## src/miu_pkg.sv

```systemverilog
// constants for the metering interrupt unit
package miu_pkg;
   localparam int FLAG_W = 20;
   // register indices; byte address is four times the index
   localparam logic [5:0] IDX_MASK  = 6'h18;
   localparam logic [5:0] IDX_FLAGS = 6'h19;
   localparam logic [5:0] IDX_CLR   = 6'h1A;
   localparam logic [5:0] IDX_COMP  = 6'h20;
   localparam logic [5:0] IDX_OPM   = 6'h21;
   // flag positions
   localparam int F_AE  = 0;
   localparam int F_RE  = 1;
   localparam int F_VA  = 2;
   localparam int F_SAG = 3;
   localparam int F_ZTO = 6;
   localparam int F_ZX  = 9;
   localparam int F_LC  = 12;
   localparam int F_SWR = 13;
   localparam int F_PKV = 14;
   localparam int F_PKI = 15;
   localparam int F_WF  = 16;
   localparam int F_APR = 17;
   localparam int F_RPR = 18;
   localparam int F_SEQ = 19;
   // reset values, reserved mask bit, field positions and response codes
   localparam logic [19:0] FLAGS_RST = 20'h02000;
   localparam logic [19:0] MASK_RSV  = 20'h02000;
   localparam logic [7:0]  COMP_RST  = 8'h1C;
   localparam int COMP_SEL_LSB = 2;
   localparam int OPM_SWR_BIT  = 6;
   localparam int OPM_PIN_BIT  = 7;
   localparam logic [1:0] RESP_OKAY   = 2'h0;
   localparam logic [1:0] RESP_SLVERR = 2'h2;
   // software reset settle time
   localparam int SWR_TIME_NS  = 166000;
   localparam int CLK_NS       = 40;
   localparam int SWR_CYC      = (SWR_TIME_NS + CLK_NS - 1) / CLK_NS;
   localparam int SWR_CNT_W    = 13;
endpackage : miu_pkg

```

## src/miu_top.sv

```systemverilog
// interrupt status, mask and request logic with an AXI4-Lite register slave
`timescale 1ns/1ps

// Notes on behaviour
// - an enabled event drives the interrupt request pin low.
// - reading the clearing register releases the request pin.
// - each event sets its flag; flags stay set until cleared.
// - reading the clearing register returns flags, then clears them all.
// - bit 0 flags a change of bit 14 in any active energy accumulator.
// - bit 1 flags a change of bit 14 in any reactive energy accumulator.
// - bit 2 flags a rise of bit 15 in any apparent energy accumulator.
// - bits 3 to 5 flag voltage sag on phases A, B, C.
// - bits 6 to 8 flag crossing timeout on phases A, B, C.
// - bits 9 to 11 flag voltage zero crossing on phases A, B, C.
// - bit 12 flags end of half line cycle accumulation.
// - bit 14 flags voltage above its peak threshold.
// - bit 15 flags current above its peak threshold.
// - bit 16 flags a new waveform sample.
// - bit 17 flags active power sign change on a selected phase.
// - bit 18 flags reactive power sign change on a selected phase.
// - bit 19 flags phase A crossing followed next by phase B.
// - bit 13 sets 166 us after software reset, held until clearing read.
// - computation mode bits 2 to 4 select phases for sign events.
module miu_top
   import miu_pkg::*;
#(
   parameter int SWR_CYCLES = SWR_CYC
)(
   input  wire logic        aclk,
   input  wire logic        aresetn,
   input  wire logic [7:0]  s_axi_awaddr,
   input  wire logic        s_axi_awvalid,
   output logic             s_axi_awready,
   input  wire logic [31:0] s_axi_wdata,
   input  wire logic [3:0]  s_axi_wstrb,
   input  wire logic        s_axi_wvalid,
   output logic             s_axi_wready,
   output logic [1:0]       s_axi_bresp,
   output logic             s_axi_bvalid,
   input  wire logic        s_axi_bready,
   input  wire logic [7:0]  s_axi_araddr,
   input  wire logic        s_axi_arvalid,
   output logic             s_axi_arready,
   output logic [31:0]      s_axi_rdata,
   output logic [1:0]       s_axi_rresp,
   output logic             s_axi_rvalid,
   input  wire logic        s_axi_rready,
   input  wire logic [2:0]  active_energy_b14,
   input  wire logic [2:0]  reactive_energy_b14,
   input  wire logic [2:0]  apparent_energy_b15,
   input  wire logic [2:0]  sag_event,
   input  wire logic [2:0]  crossing_timeout_event,
   input  wire logic [2:0]  crossing_event,
   input  wire logic        line_cycle_done,
   input  wire logic        voltage_peak_exceeded,
   input  wire logic        current_peak_exceeded,
   input  wire logic        waveform_sample_ready,
   input  wire logic [2:0]  active_power_sign,
   input  wire logic [2:0]  reactive_power_sign,
   input  wire logic        irq_n_i,
   output logic             irq_n_o,
   output logic             irq_n_oe
);

   typedef struct packed {
      logic                 aw_have;
      logic [5:0]           aw_idx;
      logic                 w_have;
      logic [31:0]          wdata;
      logic [3:0]           wstrb;
      logic                 bvalid;
      logic [1:0]           bresp;
      logic                 rvalid;
      logic [31:0]          rdata;
      logic [1:0]           rresp;
      logic [19:0]          mask;
      logic [19:0]          flags;
      logic [7:0]           comp;
      logic                 swr_busy;
      logic [SWR_CNT_W-1:0] swr_cnt;
      logic                 irq_oe;
      logic                 primed;
      logic [2:0]           prev_ae;
      logic [2:0]           prev_re;
      logic [2:0]           prev_va;
      logic [2:0]           prev_ps;
      logic [2:0]           prev_qs;
      logic                 seq_armed;
      logic                 pin_s1;
      logic                 pin_s2;
   } miu_state_t;

   localparam logic [SWR_CNT_W-1:0] SWR_LAST = SWR_CNT_W'(SWR_CYCLES - 1);

   miu_state_t      s_r;
   miu_state_t      s_nxt;
   logic [19:0]     ev;
   logic [2:0]      sel;
   logic            ar_fire;
   logic            clr_rd;
   logic            sts_rd;
   logic            do_wr;
   logic            sw_start;
   logic [31:0]     wmerged;

   function automatic logic [31:0] miu_merge(input logic [31:0] old_v,
                                             input logic [31:0] new_v,
                                             input logic [3:0]  strb);
      logic [31:0] r;
      r = old_v;
      for (int i = 0; i < 4; i++)
      begin
         if (strb[i])
            r[8*i +: 8] = new_v[8*i +: 8];
      end
      return r;
   endfunction : miu_merge

   assign s_axi_awready = !s_r.aw_have;
   assign s_axi_wready  = !s_r.w_have;
   assign s_axi_arready = !s_r.rvalid;
   assign s_axi_bvalid  = s_r.bvalid;
   assign s_axi_bresp   = s_r.bresp;
   assign s_axi_rvalid  = s_r.rvalid;
   assign s_axi_rdata   = s_r.rdata;
   assign s_axi_rresp   = s_r.rresp;
   // open collector: the pin is only ever pulled low
   assign irq_n_o       = 1'b0;
   assign irq_n_oe      = s_r.irq_oe;

   always_comb
   begin
      s_nxt    = s_r;
      ev       = '0;
      sel      = s_r.comp[COMP_SEL_LSB +: 3];
      ar_fire  = s_axi_arvalid && !s_r.rvalid;
      clr_rd   = ar_fire && (s_axi_araddr[7:2] == IDX_CLR);
      sts_rd   = ar_fire && (s_axi_araddr[7:2] == IDX_FLAGS);
      do_wr    = s_r.aw_have && s_r.w_have && !s_r.bvalid;
      sw_start = 1'b0;
      wmerged  = '0;

      s_nxt.pin_s1  = irq_n_i;
      s_nxt.pin_s2  = s_r.pin_s1;
      s_nxt.primed  = 1'b1;
      s_nxt.prev_ae = active_energy_b14;
      s_nxt.prev_re = reactive_energy_b14;
      s_nxt.prev_va = apparent_energy_b15;
      s_nxt.prev_ps = active_power_sign;
      s_nxt.prev_qs = reactive_power_sign;

      // history is not valid in the first cycle, so no false edges at reset
      if (s_r.primed)
      begin
         ev[F_AE]  = |(active_energy_b14 ^ s_r.prev_ae);
         ev[F_RE]  = |(reactive_energy_b14 ^ s_r.prev_re);
         ev[F_VA]  = |(apparent_energy_b15 & ~s_r.prev_va);
         ev[F_APR] = |((active_power_sign ^ s_r.prev_ps) & sel);
         ev[F_RPR] = |((reactive_power_sign ^ s_r.prev_qs) & sel);
      end
      ev[F_SAG +: 3] = sag_event;
      ev[F_ZTO +: 3] = crossing_timeout_event;
      ev[F_ZX +: 3]  = crossing_event;
      ev[F_LC]       = line_cycle_done;
      ev[F_PKV]      = voltage_peak_exceeded;
      ev[F_PKI]      = current_peak_exceeded;
      ev[F_WF]       = waveform_sample_ready;

      // phase order: after an A crossing, the next crossing must be C
      if (crossing_event != 3'b000)
      begin
         ev[F_SEQ]       = s_r.seq_armed && crossing_event[1] && !crossing_event[2];
         s_nxt.seq_armed = crossing_event[0];
      end

      if (s_r.swr_busy)
      begin
         if (s_r.swr_cnt == SWR_LAST)
         begin
            s_nxt.swr_busy = 1'b0;
            ev[F_SWR]      = 1'b1;
         end
         else
            s_nxt.swr_cnt = s_r.swr_cnt + 1'b1;
      end

      // a set arriving with the clearing read wins over the clear
      s_nxt.flags = (clr_rd ? 20'h00000 : s_r.flags) | ev;

      if (s_axi_awvalid && !s_r.aw_have)
      begin
         s_nxt.aw_have = 1'b1;
         s_nxt.aw_idx  = s_axi_awaddr[7:2];
      end
      if (s_axi_wvalid && !s_r.w_have)
      begin
         s_nxt.w_have = 1'b1;
         s_nxt.wdata  = s_axi_wdata;
         s_nxt.wstrb  = s_axi_wstrb;
      end
      if (s_r.bvalid && s_axi_bready)
         s_nxt.bvalid = 1'b0;
      if (do_wr)
      begin
         s_nxt.aw_have = 1'b0;
         s_nxt.w_have  = 1'b0;
         s_nxt.bvalid  = 1'b1;
         s_nxt.bresp   = RESP_OKAY;
         unique case (s_r.aw_idx)
            IDX_MASK:
            begin
               wmerged    = miu_merge({12'h000, s_r.mask}, s_r.wdata, s_r.wstrb);
               s_nxt.mask = wmerged[19:0] & ~MASK_RSV;
            end
            IDX_COMP:
            begin
               wmerged    = miu_merge({24'h000000, s_r.comp}, s_r.wdata, s_r.wstrb);
               s_nxt.comp = wmerged[7:0];
            end
            IDX_OPM:
               sw_start = s_r.wstrb[0] && s_r.wdata[OPM_SWR_BIT];
            IDX_FLAGS, IDX_CLR:
               ;
            default:
               s_nxt.bresp = RESP_SLVERR;
         endcase
      end

      // software reset returns the registers to defaults, then bit 13 rises
      if (sw_start)
      begin
         s_nxt.mask     = '0;
         s_nxt.comp     = COMP_RST;
         s_nxt.flags    = '0;
         s_nxt.swr_busy = 1'b1;
         s_nxt.swr_cnt  = '0;
      end

      if (s_r.rvalid && s_axi_rready)
         s_nxt.rvalid = 1'b0;
      if (ar_fire)
      begin
         s_nxt.rvalid = 1'b1;
         s_nxt.rresp  = RESP_OKAY;
         unique case (s_axi_araddr[7:2])
            IDX_MASK:
               s_nxt.rdata = {12'h000, s_r.mask};
            IDX_FLAGS, IDX_CLR:
               s_nxt.rdata = {12'h000, s_r.flags};
            IDX_COMP:
               s_nxt.rdata = {24'h000000, s_r.comp};
            IDX_OPM:
               s_nxt.rdata = {24'h000000, s_r.pin_s2, s_r.swr_busy, 6'h00};
            default:
            begin
               s_nxt.rdata = 32'h00000000;
               s_nxt.rresp = RESP_SLVERR;
            end
         endcase
      end

      // the pin follows the flags in the same edge that updates them
      s_nxt.irq_oe = |(s_nxt.flags & s_nxt.mask);
   end

   always_ff @(posedge aclk)
   begin
      if (!aresetn)
      begin
         s_r       <= '0;
         s_r.flags <= FLAGS_RST;
         s_r.comp  <= COMP_RST;
      end
      else
         s_r <= s_nxt;
   end
endmodule : miu_top

```

## config.mk

```make
export PLATFORM = sky130hd
export DESIGN_NAME = miu_top
export DESIGN_NICKNAME = d
export VERILOG_FILES = /design/src/miu_pkg.sv /design/src/miu_top.sv
export SDC_FILE = /design/constraint.sdc
export NUM_CORES = 1
export LEC_CHECK = 0
export BUFFER_PORTS_ARGS = -buffer_cell sky130_fd_sc_hd__buf_2
export CORE_ASPECT_RATIO = 0.6
export CORE_UTILIZATION = 54
export CTS_CLUSTER_DIAMETER = 40
export DETAILED_ROUTE_END_ITERATION = 16
export MAX_ROUTING_LAYER = met4
export PLACE_DENSITY = 0.82
export SLEW_MARGIN = 20
export SYNTH_ARGS = -nofsm -noshare
export SYNTH_HDL_FRONTEND = slang
export SYNTH_SLANG_ARGS = --single-unit
```

## constraint.sdc

```tcl
create_clock -name aclk -period 2.74 [get_ports aclk]
set_clock_uncertainty 0.1 [all_clocks]
set_input_delay 0.274 -clock aclk [delete_from_list [all_inputs] [get_ports aclk]]
set_output_delay 0.274 -clock aclk [all_outputs]
set_load 0.01 [all_outputs]
```

==> results.cfg <==
[sta]
whs_ns = 0.008944
slew_headroom = 0.4437
setup_slack_ns = 0.1630
rsz0062_at_grt = false
finalSetupTns_ns = 0
finalSetupViolCount = 0
period_share = 0.9405
period_needed_ns = 2.577
maxSlewViolCount = 0
worstMarginPinSlew_ns = 0.8328
clock.fmax_ghz = 0.3880
timing.final.hold_violations = 0

[routing]
wl_per_cell_um = 17.62
totalWireLength_um = 15700
vias = 5049
initialDrtViolationCount = 458
routed_via_density = 5.667
drc_errors = 0
drt-pass1-iter-count = 5
antenna_left = 0

[synthesis]
yosysWarnings = 0
synth_top_area_share = 0.4611
ys_types = 60
synth_area_mm2 = 0.005904
synth_ff_type = dfxtp_1
synth_common_cells = dfxtp_1, nand2_1, nor2_1
synth.area.top_cells = dfxtp_1, nand2_1, buf_4, mux2i_1, and2_1
synthArstFlopShare = 0
yosysMostFrequentCell = dfxtp_1
yosysTopAreaCell = dfxtp_1
synthesis.instances = 643
ys_ff_latch = 136
syn_area_per_cell_um2 = 9.183
ys_seq_area_frac = 0.4611
synth_edf_count = 0

[grt]
overflow = 0
grt_use_total = 0.2998
antenna_found_initial = 0
grt_max_degree = 44
grt_pass1_wl_um = 24960
first_global_vias = 4995

[clocking]
cts-htree-levels = 4
clock-root-buffer = clkbuf_16
cts_tree = yes
cts_buffer_depth = 2
cts_resized = 0
cts_inserted_buffers = 17
cts_hold_buffers = 21
clock-sinks = 136
post_cts_buffers = 0
path_clk_slew_ns = 0.06
clk_latency_ns = 0.42

[floorplan]
die_height_um = 83.00
ioPinCount = 131
core_area_mm2 = 0.01060
start_util = 0.5573
rows = 29
floorplan.die_area_mm2 = 0.01137
die_w_um = 137.0

[placement]
gp_congestion = 0.8704
numPortBuffers = 97
dp_slack_ns = 0.1646
dp_hpwl_um = 10820
place_inst = 838

[worst_setup_path]
path_max_fanout = 2
crit_required_ns = 2.95
worstPathArrival_ns = 2.78
start_kind = input port
end_kind = flip-flop
crit_type = in -> reg

[power]
peakVddDrop_mv = 0.4722
power_mw = 5.085
p_per_area_mw_per_mm2 = 704.4
p_leak_nw = 3.132

[final_layout]
fin_nets = 829
layoutNonFillerInstCount = 891
drive_above_1_share = 0.2101
n_antenna_cell = 0
synthToLayoutAreaGrowth_pct = 22.25

[flow_run]
cap_violations = 0

[worst_hold_path]
hp-class = in -> reg

[status]
status = complete, no violations
power by group:
| group | leakage, nW | switching [mW] | internal [mW] |
|---|---|---|---|
| Clock | 0.327 | 0.856 | 1.76 |
| Sequential | 1.11 | 0.0578 | 2.05 |
| Combinational | 1.69 | 0.202 | 0.159 |
| Total | 3.13 | 1.12 | 3.97 |
state kept, by name, indices dropped and copies added, names as in the netlist:
signal,count
irq_n_oe,1
s_axi_bresp,1
s_axi_bvalid,1
s_axi_rdata,20
s_axi_rresp,1
s_axi_rvalid,1
s_nxt,1
s_r,110
cell usage in the layout, fill, tap and decap left out, types with 14 or more instances in the layout:
master	count
and2_1	35
buf_2	97
a21boi_0	23
a22oi_1	18
conb_1	15
o21ai_0	23
nor2_1	49
xor2_1	18
a21oi_1	25
nor2b_1	14
mux2i_1	25
nand2_1	88
clkbuf_16	17
dlygate4sd3_1	21
dfxtp_1	136
metal layers:
layer	GRT usage	wire, um	vias up
li1	-	-	2388
met3	0.08120	1419	20
met5	-	0	-
met4	0.09890	194	0
met2	0.4307	6868	213
met1	0.4061	7212	2428
cells by family after synthesis:
family                   count (synthesis)  share of synthesized area
AO/OA/AOI/OAI                          135                     0.1619
XOR/XNOR                                24                    0.03560
adder cells (fa/ha/maj)                  2                   0.004238
buffers and inverters                   77                    0.07417
flip-flops                             136                     0.4611
multiplexers                            29                    0.05001
other                                    1                  0.0006351
AND/OR/NAND/NOR                        239                     0.2123
critical path, cell delays in order:
cell           delay [ns]
dlygate4sd3_1        0.53
buf_2                0.13
nor2b_1              0.12
o31ai_1              0.52
a22oi_1              0.22
a2111oi_0            0.53
nand4_1              0.17
o31a_1               0.29
layout make-up:
cell class / instances / area (um2)
multi-input combinational: 444 / 2806
clock buffer: 21 / 460.4
inverter: 10 / 37.54
fill: 813 / 3377
sequential: 136 / 2723
clock inverter: 11 / 219.0
timing repair buffer: 130 / 798.3
tap: 139 / 173.9
stage by stage:
step	cell area, um2	util
3_5_place_dp	6329	0.5973
3_3_place_gp	6329	0.5973
5_1_grt	7218	0.6813
4_1_cts	7218	0.6813
6_report	7218	0.6813
2_1_floorplan	5957	-
final timing paths:
path / endpoint / cells after the start / slack (ns) / from
worst min-delay path: s_r[125]$_SDFFE_PN0P_ / 3 / 0.009 / s_axi_wdata[1]
worst min register to register: s_r[0]$_SDFF_PN0_ / 1 / 0.36 / s_nxt[0]$_SDFF_PN0_
worst max-delay path: irq_n_oe$_SDFF_PN0_ / 8 / 0.16 / apparent_energy_b15[0]
worst max register to register: irq_n_oe$_SDFF_PN0_ / 6 / 0.19 / s_r[162]$_SDFFE_PN0P_
(Power assumes the default switching activity.)
